--- src/core/fc_pkg.sv ---
// Constants and types shared by the flash controller design
package fc_pkg;
  localparam int            ADDR_W         = 16;
  localparam int            PAGE_W         = 7;
  localparam int            PAGE_LSB       = 9;
  localparam int            SECT_W         = 3;
  localparam int            SECT_N         = 8;
  localparam int            STAT_W         = 8;
  // Command codes
  localparam logic [7:0]    CMD_MASS_ERASE = 8'h63;
  localparam logic [7:0]    CMD_KEY1       = 8'h73;
  localparam logic [7:0]    CMD_KEY2       = 8'h8C;
  localparam logic [7:0]    CMD_PAGE_ERASE = 8'h95;
  // Option byte location and fields
  localparam logic [15:0]   OPT_ADDR       = 16'h0000;
  localparam logic [7:0]    OPT_RST_VAL    = 8'hFF;
  localparam int            OPT_WDT_RES    = 7;
  localparam int            OPT_WDT_AO     = 6;
  localparam int            OPT_VBO_AO     = 4;
  localparam int            OPT_FWP        = 0;
  // Status field layout and codes
  localparam int            STAT_REFUSED   = 7;
  localparam int            STAT_BUSY      = 6;
  localparam logic [2:0]    ST_LOCKED      = 3'h0;
  localparam logic [2:0]    ST_KEY1        = 3'h1;
  localparam logic [2:0]    ST_KEY2        = 3'h2;
  localparam logic [2:0]    ST_OPEN        = 3'h3;
  localparam logic [2:0]    ST_PROG        = 3'h4;
  localparam logic [2:0]    ST_PERASE      = 3'h5;
  localparam logic [2:0]    ST_MERASE      = 3'h6;
  localparam logic [2:0]    ST_OPTLD       = 3'h7;

  typedef enum logic [6:0] {
    S_LOCKED = 7'h01,
    S_KEY1   = 7'h02,
    S_KEY2   = 7'h04,
    S_OPEN   = 7'h08,
    S_PROG   = 7'h10,
    S_PERASE = 7'h20,
    S_MERASE = 7'h40
  } fc_state_t;

  typedef enum logic [2:0] {
    L_START = 3'h1,
    L_WAIT  = 3'h2,
    L_DONE  = 3'h4
  } fc_load_t;
endpackage

--- src/core/fc_flash_ctrl.sv ---
// Flash controller: unlock, program, erase, debug relaxations, bypass, option load
//
// Summary of operation
// - Mass erase starts on erase command code
// - Mass erase stalls processor fetch only
// - Status output reports erase progress
// - Mass erase completion relocks the controller
// - Bypass routes flash controls to GPIO
// - Debugger accesses ignore write protect option
// - Debugger ignores sector protection for operations
// - Debugger may program any address
// - Debugger may set and clear protect bits
// - Debugger unlock skips second page write
// - Debugger may change page while unlocked
// - Mass erase accepted only from debugger
// - One page opened per unlock sequence
// - Option changes act only after reset or stop recovery
// - Every reset reloads option bits from flash
// - Option load completes before processor release
// - Option holding registers hidden from software
// - Options select watchdog response and always-on
// - Option selects brownout activity in stop
module fc_flash_ctrl import fc_pkg::*; (
  input  wire logic              clk,
  input  wire logic              rst,
  input  wire logic              stop_recov,
  input  wire logic              cmd_wr,
  input  wire logic [7:0]        cmd_data,
  input  wire logic              cmd_dbg,
  input  wire logic              page_wr,
  input  wire logic [PAGE_W-1:0] page_data,
  input  wire logic              page_dbg,
  input  wire logic              sprot_wr,
  input  wire logic [SECT_N-1:0] sprot_data,
  input  wire logic              sprot_dbg,
  input  wire logic              prog_req,
  input  wire logic [ADDR_W-1:0] prog_addr,
  input  wire logic [7:0]        prog_wdata,
  input  wire logic              prog_dbg,
  input  wire logic              stat_clr,
  input  wire logic              fl_ack,
  input  wire logic [7:0]        fl_rdata,
  input  wire logic              bypass_sel,
  input  wire logic              gpio_prog,
  input  wire logic              gpio_perase,
  input  wire logic [ADDR_W-1:0] gpio_addr,
  input  wire logic [7:0]        gpio_wdata,
  output logic                   fl_prog_ff,
  output logic                   fl_perase_ff,
  output logic                   fl_merase_ff,
  output logic                   fl_rd_ff,
  output logic [ADDR_W-1:0]      fl_addr_ff,
  output logic [7:0]             fl_wdata_ff,
  output logic                   gpio_ack_ff,
  output logic                   cpu_stall_ff,
  output logic                   cpu_run_ff,
  output logic [STAT_W-1:0]      stat_ff,
  output logic [PAGE_W-1:0]      page_ff,
  output logic [SECT_N-1:0]      sprot_ff,
  output logic                   wdt_irq_sel_ff,
  output logic                   wdt_always_on_ff,
  output logic                   vbo_stop_on_ff
);

  function automatic logic [SECT_W-1:0] sect_of(input logic [PAGE_W-1:0] pg);
    sect_of = pg[PAGE_W-1 -: SECT_W];
  endfunction

  function automatic logic [PAGE_W-1:0] page_of(input logic [ADDR_W-1:0] a);
    page_of = a[PAGE_LSB +: PAGE_W];
  endfunction

  fc_state_t         state_ff;
  fc_state_t         nxt_state;
  fc_load_t          load_ff;
  fc_load_t          nxt_load;
  logic [7:0]        opt_ff;
  logic              fwp;
  logic              ld_done;
  logic              op_done;
  logic              page_prot;
  logic              prog_prot;
  logic              perase_ok;
  logic              prog_ok;
  logic              merase_ok;
  logic              refuse;
  logic [2:0]        nxt_code;

  assign fwp       = opt_ff[OPT_FWP];
  assign ld_done   = (load_ff == L_DONE);
  assign op_done   = fl_ack & ~bypass_sel;
  assign page_prot = fwp | sprot_ff[sect_of(page_ff)];
  assign prog_prot = fwp | sprot_ff[sect_of(page_of(prog_addr))];

  ////////////////////////////////////////////////////////////////////
  // Option load sequencer
  always_comb begin
    nxt_load = load_ff;
    unique case (load_ff)
      L_START: nxt_load = L_WAIT;
      L_WAIT:  if (fl_ack) nxt_load = L_DONE;
      L_DONE:  if (stop_recov) nxt_load = L_START;
    endcase
  end

  always_ff @(posedge clk) begin
    if (rst) begin
      load_ff <= L_START;
    end else begin
      load_ff <= nxt_load;
    end
  end

  // Hidden holding register; no software port reaches it
  always_ff @(posedge clk) begin
    if (rst) begin
      opt_ff <= OPT_RST_VAL;
    end else if (load_ff == L_WAIT && fl_ack) begin
      opt_ff <= fl_rdata;
    end
  end

  always_ff @(posedge clk) begin
    if (rst) begin
      wdt_irq_sel_ff   <= 1'b0;
      wdt_always_on_ff <= 1'b0;
      vbo_stop_on_ff   <= 1'b0;
    end else begin
      wdt_irq_sel_ff   <= ~opt_ff[OPT_WDT_RES];
      wdt_always_on_ff <= ~opt_ff[OPT_WDT_AO];
      vbo_stop_on_ff   <= opt_ff[OPT_VBO_AO];
    end
  end

  // Processor held until options are in place
  always_ff @(posedge clk) begin
    if (rst) begin
      cpu_run_ff <= 1'b0;
    end else begin
      cpu_run_ff <= ld_done & ~stop_recov;
    end
  end

  ////////////////////////////////////////////////////////////////////
  // Permission checks
  always_comb begin
    perase_ok = cmd_dbg | ~page_prot;
    merase_ok = cmd_dbg;
    prog_ok   = prog_dbg |
                (page_of(prog_addr) == page_ff && ~prog_prot);
  end

  ////////////////////////////////////////////////////////////////////
  // Lock state machine
  always_comb begin
    nxt_state = state_ff;
    refuse    = 1'b0;
    unique case (state_ff)
      S_LOCKED: begin
        if (cmd_wr && ld_done)
          nxt_state = (cmd_data == CMD_KEY1) ? S_KEY1 : S_LOCKED;
      end
      S_KEY1: begin
        if (cmd_wr)
          nxt_state = (cmd_data == CMD_KEY2) ? S_KEY2 : S_LOCKED;
      end
      S_KEY2: begin
        if (cmd_wr && cmd_dbg && cmd_data == CMD_KEY2)
          nxt_state = S_OPEN;
        else if (cmd_wr)
          nxt_state = S_LOCKED;
        else if (page_wr)
          nxt_state = (page_data == page_ff) ? S_OPEN : S_LOCKED;
      end
      S_OPEN: begin
        if (bypass_sel) begin
          nxt_state = S_OPEN;
        end else if (cmd_wr && cmd_data == CMD_MASS_ERASE) begin
          nxt_state = merase_ok ? S_MERASE : S_OPEN;
          refuse    = ~merase_ok;
        end else if (cmd_wr && cmd_data == CMD_PAGE_ERASE) begin
          nxt_state = perase_ok ? S_PERASE : S_OPEN;
          refuse    = ~perase_ok;
        end else if (cmd_wr) begin
          nxt_state = S_LOCKED;
        end else if (prog_req) begin
          nxt_state = prog_ok ? S_PROG : S_OPEN;
          refuse    = ~prog_ok;
        end
      end
      S_PROG:   if (op_done) nxt_state = S_OPEN;
      S_PERASE: if (op_done) nxt_state = S_OPEN;
      S_MERASE: if (op_done) nxt_state = S_LOCKED;
      default:  nxt_state = S_LOCKED;
    endcase
    // Stop recovery aborts any operation; in bypass the GPIO op lines still pass for one cycle after the relock
    if (stop_recov) begin
      nxt_state = S_LOCKED;
      refuse    = 1'b0;
    end
  end

  always_ff @(posedge clk) begin
    if (rst || stop_recov) begin
      state_ff <= S_LOCKED;
    end else begin
      state_ff <= nxt_state;
    end
  end

  ////////////////////////////////////////////////////////////////////
  // Page select and sector protection
  always_ff @(posedge clk) begin
    if (rst) begin
      page_ff <= '0;
    end else if (page_wr) begin
      if (state_ff == S_LOCKED || state_ff == S_KEY1)
        page_ff <= page_data;
      else if (page_dbg && state_ff == S_OPEN)
        page_ff <= page_data;
    end
  end

  always_ff @(posedge clk) begin
    if (rst) begin
      sprot_ff <= '0;
    end else if (sprot_wr) begin
      if (sprot_dbg)
        sprot_ff <= sprot_data;
      else
        sprot_ff <= sprot_ff | sprot_data;
    end
  end

  ////////////////////////////////////////////////////////////////////
  // Flash array drive, bypass routing
  always_ff @(posedge clk) begin
    if (rst) begin
      fl_prog_ff   <= 1'b0;
      fl_perase_ff <= 1'b0;
      fl_merase_ff <= 1'b0;
      fl_rd_ff     <= 1'b0;
      fl_addr_ff   <= '0;
      fl_wdata_ff  <= '0;
    end else if (!ld_done) begin
      fl_prog_ff   <= 1'b0;
      fl_perase_ff <= 1'b0;
      fl_merase_ff <= 1'b0;
      fl_rd_ff     <= (nxt_load == L_WAIT);
      fl_addr_ff   <= OPT_ADDR;
      fl_wdata_ff  <= '0;
    end else if (bypass_sel) begin
      fl_prog_ff   <= gpio_prog;
      fl_perase_ff <= gpio_perase;
      fl_merase_ff <= 1'b0;
      fl_rd_ff     <= 1'b0;
      fl_addr_ff   <= gpio_addr;
      fl_wdata_ff  <= gpio_wdata;
    end else begin
      fl_prog_ff   <= (nxt_state == S_PROG);
      fl_perase_ff <= (nxt_state == S_PERASE);
      fl_merase_ff <= (nxt_state == S_MERASE);
      fl_rd_ff     <= 1'b0;
      if (state_ff == S_OPEN && nxt_state == S_PROG) begin
        fl_addr_ff  <= prog_addr;
        fl_wdata_ff <= prog_wdata;
      end else if (state_ff == S_OPEN && nxt_state == S_PERASE) begin
        fl_addr_ff <= {page_ff, {PAGE_LSB{1'b0}}};
      end
    end
  end

  always_ff @(posedge clk) begin
    if (rst) begin
      gpio_ack_ff <= 1'b0;
    end else begin
      gpio_ack_ff <= bypass_sel & ld_done & fl_ack;
    end
  end

  ////////////////////////////////////////////////////////////////////
  // Processor stall and status
  always_ff @(posedge clk) begin
    if (rst) begin
      cpu_stall_ff <= 1'b0;
    end else begin
      cpu_stall_ff <= (nxt_state == S_MERASE);
    end
  end

  always_comb begin
    nxt_code = ST_LOCKED;
    unique case (nxt_state)
      S_LOCKED: nxt_code = ST_LOCKED;
      S_KEY1:   nxt_code = ST_KEY1;
      S_KEY2:   nxt_code = ST_KEY2;
      S_OPEN:   nxt_code = ST_OPEN;
      S_PROG:   nxt_code = ST_PROG;
      S_PERASE: nxt_code = ST_PERASE;
      S_MERASE: nxt_code = ST_MERASE;
      default:  nxt_code = ST_LOCKED;
    endcase
    if (!ld_done || nxt_load != L_DONE)
      nxt_code = ST_OPTLD;
  end

  always_ff @(posedge clk) begin
    if (rst) begin
      stat_ff <= {2'b00, 3'b000, ST_OPTLD};
    end else begin
      stat_ff[2:0]          <= nxt_code;
      stat_ff[5:3]          <= 3'b000;
      stat_ff[STAT_BUSY]    <= (nxt_code == ST_PROG) || (nxt_code == ST_PERASE) ||
                               (nxt_code == ST_MERASE);
      // Set wins over clear
      stat_ff[STAT_REFUSED] <= refuse | (stat_ff[STAT_REFUSED] & ~stat_clr);
    end
  end

endmodule // fc_flash_ctrl

--- config.mk ---
export PLATFORM = sky130hd
export DESIGN_NAME = fc_flash_ctrl
export DESIGN_NICKNAME = d
export VERILOG_FILES = /design/src/core/fc_pkg.sv /design/src/core/fc_flash_ctrl.sv
export SDC_FILE = /design/constraint.sdc
export NUM_CORES = 1
export LEC_CHECK = 0
export ABC_AREA = 1
export BUFFER_PORTS_ARGS = -buffer_cell sky130_fd_sc_hd__clkbuf_2
export CAP_MARGIN = 10
export CORE_MARGIN = 8
export CORE_UTILIZATION = 30
export DETAILED_ROUTE_END_ITERATION = 16
export PLACE_DENSITY = 0.59
export SYNTH_ARGS = -nofsm -noshare
export SYNTH_HDL_FRONTEND = slang
export SYNTH_SLANG_ARGS = --single-unit
--- constraint.sdc ---
create_clock -name clk -period 2.05 [get_ports clk]
set_clock_uncertainty 0.05 [all_clocks]
set_input_delay 0.5125 -clock clk [delete_from_list [all_inputs] [get_ports clk]]
set_output_delay 0.5125 -clock clk [all_outputs]
set_load 0.03 [all_outputs]
== Word-level counts from Yosys, hierarchy flattened ==
Cells that the tools add are included.
Operators by class
  reductions and logical operators: 24
  equality and inequality tests: 27
  mux-type cells: 46
  magnitude comparators: 2
  bitwise gates (word level): 22
Operators with widths (count)
  two-way mux 7 bit: 16
  two-way mux 16 bit: 3
  case mux 7 bit (6 select lines): 1
  two-way mux 8 bit: 3
  case mux 3 bit (6 select lines): 1
  equality test 8 x 7 -> 1 bit (second input constant): 2
  equality test 8 bit (second input constant): 2
  equality test 7 x 2 -> 1 bit (second input constant): 2
  equality test 7 x 3 -> 1 bit (second input constant): 2
  equality test 7 x 4 -> 1 bit (second input constant): 2
  equality test 7 x 5 -> 1 bit (second input constant): 2
  equality test 7 x 6 -> 1 bit (second input constant): 2
  equality test 7 bit: 2
  equality test 7 bit (second input constant): 2
  equality test 3 bit (second input constant): 4
  two-way mux 3 bit: 4
  two-way mux 1 bit: 11
  inverter 1 bit: 11
  logical AND 1 bit: 10
  case mux 3 bit (3 select lines): 1
  less-than comparator 3 x 4 -> 1 bit (second input constant): 2
  bitwise OR 8 bit: 1
  equality test 7 x 1 -> 1 bit (second input constant): 1
  binary-select mux 1 bit (select 3 bit): 2
  16 further kinds: 32
Word-level totals
  word-level logic and storage cells: 140
  output and inout port bits: 57
  input port bits: 95
  register bits: 75

== Depth between registers and ports, before layout ==
Gate-level depths: netlist of run 1.
  word-level depth: 20
  mapped depth: 20
  gate-level depth less buffers: 18

== Worst setup path after synthesis of run 1 ==
Ideal clock, no wire load.
  kind: reg2reg
  from: register page_ff[4]
  to: register fl_addr_ff[8]
  period minus slack after synthesis: 2.192 ns
  required time: 1.888 ns
  setup slack: -0.142 ns
  data arrival time: 2.030 ns
  stages on the path, launching flop included: 20
  buffers on the path: 2
  setup time: 0.112 ns
  cells stage by stage: dfxtp_1 > buf_4 > inv_2 > nand2_1 > nand2_1 > nor2_1 > nand2_1 > nor2_1 > nand3_1 > nand2_1 > nand2_1 > nand2_1 > nand2_2 > nand2_4 > nand3_4 > nand2_8 > nor2_8 > buf_6 > nor2_2 > nor2_2
Between the ends
  cells in the longest elaborated chain, start to end: 15
  elaborated cells on any way between the ends: 29
  those cells by class: eq/ne: 4; mux: 17; bitwise: 4; reduce/logical: 4
Ends and longest elaborated chain
  from (decl): line fc_flash_ctrl.sv:58  | output logic [PAGE_W-1:0] page_ff,
  from (signal assigned): line fc_flash_ctrl.sv:218  | page_ff <= page_data;
  from (signal assigned): line fc_flash_ctrl.sv:220  | page_ff <= page_data;
  binary-select mux 1 bit (select 3 bit) or equality test 7 bit (tied branches): line fc_flash_ctrl.sv:92, fc_flash_ctrl.sv:150
  two-way mux 1 bit (implied by the code) or logical AND 1 bit (tied branches): line fc_flash_ctrl.sv:92, fc_flash_ctrl.sv:150
  bitwise OR 1 bit (on tied branches): line fc_flash_ctrl.sv:92, fc_flash_ctrl.sv:149
  inverter 1 bit or two-way mux 5 bit (tied branches): line fc_flash_ctrl.sv:147, fc_flash_ctrl.sv:187
  bitwise OR 1 bit or two-way mux 7 bit (tied branches): line fc_flash_ctrl.sv:147, fc_flash_ctrl.sv:186
  two-way mux 6 bit or two-way mux 7 bit (tied branches): line fc_flash_ctrl.sv:182, fc_flash_ctrl.sv:184
  two-way mux 7 bit: line fc_flash_ctrl.sv:181  | end else if (cmd_wr && cmd_data == CMD_PAGE_ERASE) begin
  two-way mux 7 bit: line fc_flash_ctrl.sv:178  | end else if (cmd_wr && cmd_data == CMD_MASS_ERASE) begin
  two-way mux 7 bit: line fc_flash_ctrl.sv:176  | if (bypass_sel) begin
  case mux 7 bit (6 select lines) (*): line fc_flash_ctrl.sv:158  | unique case (state_ff)
  two-way mux 7 bit (*): line fc_flash_ctrl.sv:197  | if (stop_recov) begin
  equality test 7 x 5 -> 1 bit: line fc_flash_ctrl.sv:264  | if (state_ff == S_OPEN && nxt_state == S_PROG) begin
  logical AND 1 bit: line fc_flash_ctrl.sv:264
  two-way mux 16 bit: line fc_flash_ctrl.sv:264
  two-way mux 16 bit: line fc_flash_ctrl.sv:252  | end else if (bypass_sel) begin
  to (signal assigned): line fc_flash_ctrl.sv:257  | fl_addr_ff <= gpio_addr;
  to (signal assigned): line fc_flash_ctrl.sv:265  | fl_addr_ff <= prog_addr;
  to (signal assigned): line fc_flash_ctrl.sv:268  | fl_addr_ff <= {page_ff, {PAGE_LSB{1'b0}}};
  to (decl): line fc_flash_ctrl.sv:52  | output logic [ADDR_W-1:0] fl_addr_ff,
Every way passes the cells marked *; elsewhere a longest branch is shown, timed or not. The select of a mux whose other input is x is not followed.
A chain may end at the register's enable or synchronous reset.

== Worst setup path in the final report of run 1 ==
  from: register page_ff[2]
  to: register fl_addr_ff[8]
Between the ends
  cells in the longest elaborated chain, start to end: 15
  elaborated cells on any way between the ends: 23
  those cells by class: eq/ne: 4; mux: 14; bitwise: 1; reduce/logical: 4
Ends and longest elaborated chain
  equality test 7 bit: line fc_flash_ctrl.sv:150  | (page_of(prog_addr) == page_ff && ~prog_prot);
  logical AND 1 bit: line fc_flash_ctrl.sv:150
  bitwise OR 1 bit: line fc_flash_ctrl.sv:149  | prog_ok = prog_dbg |
  two-way mux 5 bit: line fc_flash_ctrl.sv:187  | nxt_state = prog_ok ? S_PROG : S_OPEN;
  two-way mux 7 bit: line fc_flash_ctrl.sv:186  | end else if (prog_req) begin
  two-way mux 7 bit: line fc_flash_ctrl.sv:184  | end else if (cmd_wr) begin
  two-way mux 7 bit: line fc_flash_ctrl.sv:181
  two-way mux 7 bit: line fc_flash_ctrl.sv:178
  two-way mux 7 bit: line fc_flash_ctrl.sv:176
  case mux 7 bit (6 select lines) (*): line fc_flash_ctrl.sv:158
  two-way mux 7 bit (*): line fc_flash_ctrl.sv:197
  equality test 7 x 5 -> 1 bit: line fc_flash_ctrl.sv:264
  logical AND 1 bit: line fc_flash_ctrl.sv:264
  two-way mux 16 bit: line fc_flash_ctrl.sv:264
  two-way mux 16 bit: line fc_flash_ctrl.sv:252
Every way passes the cells marked *; elsewhere a longest branch is shown, timed or not.

==> results.ini, run 1 <==
[power_and_ir_drop]
p_comb_frac = 0.158
power.switching_uw = 937
p_sw_frac = 0.271
pwr-share-seq = 0.398
peakVddDrop_mv = 0.274
powerDensity_mw_per_mm2 = 623
internal_power_mw = 2.52
p_leak_nw = 2.76
p_clk_frac = 0.443

[critical_path]
path_cells = inv_2 > nand2_1 > nand2_1 > nor2_1 > nand2_1 > nor2_2 > nand3_2 > nand2_2 > nand2_2 > nand2_2 > nand2_2 > nand2_4 > nand3_4 > nand2_8 > nor2_8 > buf_8 > nor2_2 > nor2_2
end_kind = register
cpPeakStageDelay_ps = 360
critical_path_class = reg2reg
cp_slowest_cell = dfxtp_4
worst-path-max-fanout = 9
cp.required_ps = 2240
cpLargestDelayFamily = simple AND/OR/NAND/NOR gates
crit_arrival_ps = 2220
startpoint_type = register
cp_common_cell = nand2_2
critical_path_buf_inv_count = 2

[routing]
vias = 4308
wl_per_cell_microns = 13.7
dr.first_iter.drc_count = 212
avgViaCountPerCell = 4.58
drc = 0
drtPass1Iterations = 4
ant_nets = 0
totalWireLength_mm = 12.9

[job]
cap_violations = 0

[global_routing]
first_global_vias = 4283
grt_pass1_wl_mm = 20.0
grtUsageTotal = 0.152
antenna_found_initial = 0
gr-total-overflow = 0
grt_start_max_net_pins = 29

[layout]
fin_nets = 862
drive_above_1_share = 0.390
syn2layout_area_growth_pct = 49.0
n_antenna_cell = 0

[clock_tree]
cts_hold_buffers = 0
cts_tree = built
clockRootBuffer = clkbuf_16
cts_made_buffers = 9
clk_pin_slew_worst_paths_ps = 60
cts.sinks = 68
clkLatencyLatePin_ps = 340
clk_path_buf_depth = 2
htreeDepth = 3

[synthesis]
yosysSeqAreaShare = 0.366
syn_avg_cell_area_sq_um = 6.69
yosysWarnings = 0
syn_area_sq_mm = 0.00372
netlist_instances = 556
synth_area_leader_cell = dfxtp_1
synth.distinct_cells = 40
async_flop_share = 0
synth_edf_count = 0
ys_ff_latch = 68
synth_area_leaders = dfxtp_1 37%, nand2_1 15%, inv_1 6.2%
yosys.area.top_type_share = 0.366
ys.flop_type = dfxtp_1

[die]
fp.dieW_microns = 127
core_sq_mm = 0.0121
fp.dieH_microns = 127
rows = 40
boundaryPins = 152
start_util = 0.308
die_area_sq_mm = 0.0162

[placed_design]
hpwlAfterDp_mm = 10.2
post-place-ws_ps = -278
gp_congestion = 0.871
port_buffers = 144

[worst_hold_path]
min_path_type = in2reg

[status]
status = completed

[sta]
fmax_mhz = 491
hold_viol = 0
fin_crit_sh = 0.994
slew_violations = 0
fin_tns_setup_ps = 0
setup_viol = 0
rsz0062_at_grt = true
setup_slack_ps = 11.8
period_needed_ps = 2040

-- state kept, by name, indices dropped and copies added (netlist names), 3 cells and up --
| name | count |
|---|---|
| opt_ff | 4 |
| state_ff | 7 |
| page_ff | 7 |
| fl_wdata_ff | 8 |
| sprot_ff | 8 |
| stat_ff | 5 |
| load_ff | 3 |
| fl_addr_ff | 16 |
-- synth_stat cells (2+ instances only) --
library cell	instances
mux2i_1	7
buf_6	2
nor2_1	55
xor2_1	3
nor3_1	10
nor4_1	3
nand2_1	148
nand2_4	2
buf_2	2
o21ai_0	23
inv_2	6
nor2_8	2
nand3_1	42
xnor2_1	2
buf_4	5
dfxtp_1	68
nand3_4	2
nor2_2	2
clkbuf_1	10
nand2_2	4
inv_1	61
clkinv_1	2
or2_2	10
nand4_1	19
o21a_1	7
a21oi_1	45
-- metrics by stage --
| stage | total power [mW] | cell area, sq um | utilization | hold WS, ps | std cells |
|---|---|---|---|---|---|
| 2_1_floorplan | 1.68 | 3740 | - | 343 | 558 |
| 3_3_place_gp | 1.91 | 5000 | 0.415 | 358 | 906 |
| 3_5_place_dp | 1.92 | 5000 | 0.415 | 356 | 906 |
| 4_1_cts | 3.46 | 5310 | 0.440 | 315 | 922 |
| 5_1_grt | 3.60 | 5540 | 0.459 | 319 | 940 |
| 6_report | 3.45 | 5540 | 0.459 | 324 | 940 |
-- per-layer routing --
| metal | track usage | vias up | part of all wire |
|---|---|---|---|
| met4 | 0.0637 | 0 | 0.018 |
| met3 | 0.0341 | 20 | 0.046 |
| li1 | - | 2210 | - |
| met1 | 0.167 | 1966 | 0.42 |
| met5 | 0 | - | 0 |
| met2 | 0.275 | 112 | 0.52 |
-- cell type report --
cell class                 count  area [sq um]
sequential                    68          1380
clock inverter                 5          32.5
inverter                      71           280
timing repair inverter         1          7.51
timing repair buffer         216          1300
fill                        1250          6520
multi-input combinational    400          2060
tap                          168           210
clock buffer                  11           264
-- kinds of logic (layout without fill, tap and decap cells) --
family / Yosys count / after routing / share of synthesized area
XOR/XNOR: 5 / 5 / 0.0118
multiplexers: 7 / 7 / 0.0188
buffers and inverters: 91 / 304 / 0.103
other: 1 / 3 / 0.00101
AND/OR/NAND/NOR: 304 / 305 / 0.384
AO/OA/AOI/OAI: 80 / 80 / 0.116
flip-flops: 68 / 68 / 0.366
-- final timing paths --
| check | startpoint | slack (ps) | endpoint | cells after the start |
|---|---|---|---|---|
| worst min register to register | opt_ff[7] | 360 | wdt_irq_sel_ff | 1 |
| worst max-delay path | page_ff[2] | 10 | fl_addr_ff[8] | 18 |
| worst max register to register | page_ff[2] | 10 | fl_addr_ff[8] | 18 |
| worst min-delay path | stat_clr | 320 | stat_ff[7] | 2 |
-- cells in the final DEF (no fill, tap or decap), drive strengths merged, types with 6 or more instances in the layout --
cell	count
nand4	20
nor3	11
or2	10
nand2	155
clkbuf	154
a21oi	45
nor2	61
buf	73
nand3	44
mux2i	7
inv	68
dfxtp	68
o21a	7
clkinv	6
o21ai	23
-- power by group through the flow --
stage | clock network [mW] | registers, mW | logic [mW]
2_1_floorplan | 0 | 1.46 | 0.229
3_3_place_gp | 0 | 1.41 | 0.502
3_5_place_dp | 0 | 1.41 | 0.511
4_1_cts | 1.56 | 1.38 | 0.513
5_1_grt | 1.62 | 1.38 | 0.601
6_report | 1.53 | 1.38 | 0.546
-- repair_timing --
| item | in CTS | in global routing |
|---|---|---|
| setup endpoints to repair | 6 | 38 |
| pin swaps | 0 | 28 |
| gates cloned | 0 | 2 |
| buffers inserted | 0 | 17 |
| endpoints found under the hold margin | 0 | 0 |
| resized for setup | 2 | 43 |
Note: power is estimated with default switching activity, not from simulation.
==> run 2: changes to the inputs <==
--- a/config.mk
+++ b/config.mk
@@ -8,7 +8,6 @@
 export ABC_AREA = 1
 export BUFFER_PORTS_ARGS = -buffer_cell sky130_fd_sc_hd__clkbuf_2
 export CAP_MARGIN = 10
-export CORE_MARGIN = 8
 export CORE_UTILIZATION = 30
 export DETAILED_ROUTE_END_ITERATION = 16
 export PLACE_DENSITY = 0.59
==> results.ini, run 2 (synthesis results as in run 1) <==
[routing]
ant_nets = 0  ; unchanged
vias = 4255  ; -1.2%
drc = 0  ; unchanged
totalWireLength_mm = 11.4  ; -12%
avgViaCountPerCell = 4.58  ; -0.17%
drtPass1Iterations = 4  ; unchanged
wl_per_cell_microns = 12.3  ; -11%
dr.first_iter.drc_count = 164  ; -23%

[job]
cap_violations = 0  ; unchanged

[global_routing]
grt_start_max_net_pins = 29  ; unchanged
antenna_found_initial = 0  ; unchanged
gr-total-overflow = 0  ; unchanged
grt_pass1_wl_mm = 18.0  ; -10%
first_global_vias = 3874  ; -9.5%
grtUsageTotal = 0.177  ; +0.0249

[layout]
instances_no_fill = 930  ; -1.1%
design_area_sq_mm = 0.00549  ; -0.90%
fin_nets = 852  ; -1.2%
largest_reg_flops = 16  ; unchanged
fin_util = 0.455  ; -0.00415
top_register = fl_addr_ff
drive_above_1_share = 0.375  ; -0.0146
n_antenna_cell = 0  ; unchanged
largestRegisters = fl_addr_ff (16), fl_wdata_ff (8), sprot_ff (8)
num-fill-cells = 1253  ; +0.24%
mostFrequentLayoutCells = 144 x clkbuf_2, 142 x nand2_1, 59 x inv_1, 58 x dfxtp_1, 58 x buf_4
syn2layout_area_growth_pct = 47.6
layout_commonest_cell = clkbuf_2

[critical_path]
cp_slowest_cell = dfxtp_4
startpoint_type = register
path_cells = inv_4 > nand2_2 > nand2_2 > nor2_2 > nand2_1 > nor2_1 > nand3_1 > nand2_1 > nand2_1 > nand2_1 > nand2_2 > nand2_4 > nand3_4 > nand2_8 > nor2_8 > clkbuf_16 > nor2_2 > nor2_1
cpPeakStageDelay_ps = 370  ; about the same
crit_arrival_ps = 2220  ; about the same
cpLargestDelayFamily = simple AND/OR/NAND/NOR gates
critical_path_buf_inv_count = 2  ; unchanged
critical_path_class = reg2reg
worst-path-max-fanout = 9  ; unchanged
end_kind = register
cp_common_cell = nand2_1
cp.required_ps = 2230  ; about the same

[power_and_ir_drop]
peakVddDrop_mv = 0.273  ; -0.29%
p_total_mw = 3.45  ; -0.19%
p_leak_nw = 2.75  ; -0.62%
powerDensity_mw_per_mm2 = 628  ; +0.72%

[clock_tree]
clkLatencyLatePin_ps = 330  ; about the same
clk_path_buf_depth = 2  ; unchanged
cts_made_buffers = 9  ; unchanged
clockRootBuffer = clkbuf_16
clk_pin_slew_worst_paths_ps = 60  ; about the same
cts.sinks = 68  ; unchanged
cts_hold_buffers = 0  ; unchanged
htreeDepth = 3  ; unchanged
cts_tree = built

[sta]
fin_tns_setup_ps = 0  ; unchanged
fmax_mhz = 489  ; -0.41%
period_needed_ps = 2050  ; +8.49 ps
rsz0062_at_grt = true
fin_crit_sh = 0.998  ; +0.00414
setup_slack_ps = 3.34  ; -8.49 ps
slew_violations = 0  ; unchanged
hold_ws_ps = 328  ; +4.41 ps
setup_viol = 0  ; unchanged
hold_viol = 0  ; unchanged

[die]
fp.dieW_microns = 113  ; -11%
core_sq_mm = 0.0121  ; unchanged
boundaryPins = 152  ; unchanged
die_area_sq_mm = 0.0128  ; -21%
rows = 40  ; unchanged
start_util = 0.308  ; unchanged
fp.dieH_microns = 113  ; -11%

[status]
status = completed

[placed_design]
dp.cells = 907  ; +0.11%
post-place-ws_ps = -255  ; +23.2 ps
port_buffers = 144  ; unchanged
dpl-instance-area_sq_mm = 0.00502  ; +0.40%
gp_congestion = 0.906  ; +4.0%
hpwlAfterDp_mm = 9.03  ; -11%

[worst_hold_path]
min_path_type = in2reg

run 2: cell types whose count changed in the layout (fill, tap and decap cells not counted), moves of 3 or more:
cell,change
buf_4,-9
clkinv_2,-3
nand3_1,+4
nand3_2,-4
run 2: worst paths after layout:
kind                                          to  slack (ps)  depth (start not counted)        from
worst max register to register     fl_addr_ff[0]           3                         18  page_ff[2]
worst min register to register  wdt_always_on_ff         380                          1   opt_ff[6]
worst max-delay path               fl_addr_ff[0]           3                         18  page_ff[2]
worst min-delay path                  stat_ff[7]         330                          2    stat_clr
run 2: what timing repair did:
action,4_1_cts,5_1_grt
setup buffers,0,5
gates cloned,0,2
pin swaps,0,16
gates resized for setup,1,31
setup endpoints to repair,1,37
run 2: power by group:
group	leakage (nW)	switching, mW	internal, mW	total (mW)
combinational	2.05	0.306	0.238	0.544
sequential	0.558	0.0228	1.35	1.38
clock	0.140	0.566	0.959	1.52
run 2: final cells by class:
class / count / area [sq um] / share of cell area
multi-input cells: 399 / 2040 / 0.372
flip-flops and latches: 68 / 1380 / 0.252
repair buffers: 208 / 1280 / 0.233
clock buffers: 14 / 285 / 0.0520
inverters: 71 / 277 / 0.0504
well taps: 168 / 210 / 0.0383
clock inverters: 2 / 15.0 / 0.00273
run 2: worst register-to-register path: cells and delay by family, from the launching register on:
family,cells,cell delay (ps)
buffers and inverters,2,210
flip-flops,1,370
AND/OR/NAND/NOR,16,1340
run 2: routing by layer:
metal / vias to the layer above / wire [microns] / global-route usage
li1: 2195 / - / -
met4: 0 / 149 / 0.0649
met1: 1954 / 5020 / 0.221
met3: 10 / 543 / 0.0348
met5: - / 0 / 0
met2: 96 / 5690 / 0.301
==> run 3: changes to the inputs <==
--- a/config.mk
+++ b/config.mk
@@ -8,9 +8,11 @@
 export ABC_AREA = 1
 export BUFFER_PORTS_ARGS = -buffer_cell sky130_fd_sc_hd__clkbuf_2
 export CAP_MARGIN = 10
-export CORE_UTILIZATION = 30
+export CELL_PAD_IN_SITES_DETAIL_PLACEMENT = 1
+export CELL_PAD_IN_SITES_GLOBAL_PLACEMENT = 2
+export CORE_UTILIZATION = 22
 export DETAILED_ROUTE_END_ITERATION = 16
-export PLACE_DENSITY = 0.59
+export PLACE_DENSITY = 0.78
 export SYNTH_ARGS = -nofsm -noshare
 export SYNTH_HDL_FRONTEND = slang
 export SYNTH_SLANG_ARGS = --single-unit
==> results.ini, run 3 (synthesis results as in run 1) <==
[sta]
period_needed_ps = 2070  ; +21.4 ps
hold_viol = 0  ; unchanged
slew_violations = 0  ; unchanged
setup_slack_ps = -18.0  ; -21.4 ps
fmax_mhz = 484  ; -1.0%
setup_viol = 1  ; +1
rsz0062_at_grt = true
fin_crit_sh = 1.01  ; +0.0104

[power_and_ir_drop]
powerDensity_mw_per_mm2 = 597  ; -4.9%
p_comb_frac = 0.173  ; +0.015
power.switching_uw = 959  ; +7.3%
p_leak_nw = 2.87  ; +4.5%
peakVddDrop_mv = 0.359  ; +32%
internal_power_mw = 2.50  ; -2.0%
p_sw_frac = 0.277  ; +0.0178
pwr-share-seq = 0.398  ; -0.002
p_clk_frac = 0.429  ; -0.013

[global_routing]
met2_usage = 0.303  ; +0.00244
antenna_found_initial = 0  ; unchanged
first_global_vias = 4627  ; +19%
grt-busiest-layer = met2
gr-total-overflow = 0  ; unchanged
grt_start_max_net_pins = 22  ; -24%
grtUsageTotal = 0.165  ; -0.0114
grtUsageMet3 = 0.0269  ; -0.00790
grt_pass1_wl_mm = 22.6  ; +26%
met1_usage = 0.186  ; -0.0352

[die]
fp.dieW_microns = 132  ; +16%
start_util = 0.225  ; -0.0833
core_sq_mm = 0.0165  ; +37%
boundaryPins = 152  ; unchanged
fp.dieH_microns = 132  ; +16%
die_area_sq_mm = 0.0174  ; +36%
rows = 47  ; +18%

[layout]
syn2layout_area_growth_pct = 55.9
design_area_sq_mm = 0.00580  ; +5.6%
layout_commonest_cell = clkbuf_2
mostFrequentLayoutCells = 143 x clkbuf_2, 131 x nand2_1, 79 x buf_4, 57 x dfxtp_1, 56 x inv_1
n_antenna_cell = 0  ; unchanged
largestRegisters = fl_addr_ff (16), fl_wdata_ff (8), sprot_ff (8)
instances_no_fill = 1000  ; +7.5%
drive_above_1_share = 0.437  ; +0.0619
top_register = fl_addr_ff
fin_nets = 871  ; +2.2%
largest_reg_flops = 16  ; unchanged

[routing]
wl_per_cell_microns = 14.4  ; +17%
dr.first_iter.drc_count = 160  ; -2.4%
drtPass1Iterations = 4  ; unchanged
vias = 4407  ; +3.6%
drc = 0  ; unchanged
ant_nets = 0  ; unchanged
avgViaCountPerCell = 4.41  ; -3.7%
totalWireLength_mm = 14.4  ; +26%

[clock_tree]
clk_path_buf_depth = 2  ; unchanged
cts_tree = built
clockRootBuffer = clkbuf_16
clkLatencyLatePin_ps = 340  ; about the same
cts.sinks = 68  ; unchanged
clk_pin_slew_worst_paths_ps = 60  ; about the same
cts_made_buffers = 9  ; unchanged
htreeDepth = 3  ; unchanged

[critical_path]
worst-path-max-fanout = 5  ; -4
crit_arrival_ps = 2260  ; +40 ps
cp.required_ps = 2240  ; about the same
end_kind = register
startpoint_type = register
critical_path_class = reg2reg

[job]
cap_violations = 0  ; unchanged

[placed_design]
dpl-instance-area_sq_mm = 0.00517  ; +3.0%
hpwlAfterDp_mm = 11.5  ; +27%
dp.cells = 974  ; +7.4%
port_buffers = 144  ; unchanged
gp_congestion = 0.851  ; -6.1%

[worst_hold_path]
min_path_type = in2reg

[status]
violations = setup timing
status = complete, but fails checks

==> run 3: changes by cell type in the layout (fill, tap and decap cells not counted), sizes merged <==
cell / before / now
buf: 62 / 83
clkbuf: 160 / 156
clkinv: 2 / 4
clkinvlp: 3 / 2
==> run 3: routing by layer <==
layer / up-vias / share of wire
li1: 2228 / -
met1: 2087 / 0.43
met2: 71 / 0.52
met3: 21 / 0.025
met4: 0 / 0.024
met5: - / 0
==> run 3: power by group through the flow <==
stage	Clock (mW)	Sequential, mW	Combinational, mW
2_1_floorplan	0	1.46	0.229
3_3_place_gp	0	1.40	0.532
3_5_place_dp	0	1.40	0.548
4_1_cts	1.52	1.38	0.555
5_1_grt	1.56	1.38	0.660
6_report	1.48	1.38	0.599
==> run 3: repair_timing <==
action	in CTS	in global routing
hold buffers	0	0
gates cloned	0	2
pin swaps	1	20
setup buffers	1	8
setup endpoints to repair	21	36
gates resized for setup	11	68
==> run 3: cell type report <==
class | count | area [sq um]
inverter | 71 | 277
multi-input combinational | 399 | 2190
fill | 2114 | 10700
clock inverter | 3 | 21.3
timing repair buffer | 227 | 1400
tap | 220 | 275
clock buffer | 12 | 258
sequential | 68 | 1380
==> run 3: worst max-delay path, stage by stage (launching register included) <==
cell and delay, ps:
dfxtp_2 330, inv_2 60, nand2_1 60, nand2_1 60, nor2_2 110, nand2_1 60
nor2_1 130, nand3_1 90, nand2_1 90, nand2_1 70, nand2_1 80, nand2_2 60
nand2_4 80, nand3_4 130, nand2_8 130, nor2_8 50, clkbuf_16 150, nor2_1 110
nor2_1 50
==> run 3: final timing paths <==
path | start | to | slack [ps] | depth (start not counted)
min reg2reg | opt_ff[7] | wdt_irq_sel_ff | 370 | 1
max | page_ff[5] | fl_addr_ff[0] | -20 | 18
min | fl_rdata[6] | opt_ff[6] | 330 | 3
max reg2reg | page_ff[5] | fl_addr_ff[0] | -20 | 18
==> run 3: per-stage QoR <==
step | total power, mW | hold slack [ps] | setup TNS (ps) | worst slack [ps] | util
6_report | 3.46 | 326 | -18.0 | -18.0 | 0.351
5_1_grt | 3.61 | 328 | -2820 | -146 | 0.351
4_1_cts | 3.46 | 318 | -12.5 | -4.73 | 0.332
3_5_place_dp | 1.95 | 365 | -9610 | -356 | 0.313
3_3_place_gp | 1.94 | 359 | -9270 | -316 | 0.313
2_1_floorplan | 1.68 | 343 | 0 | 14.8 | -
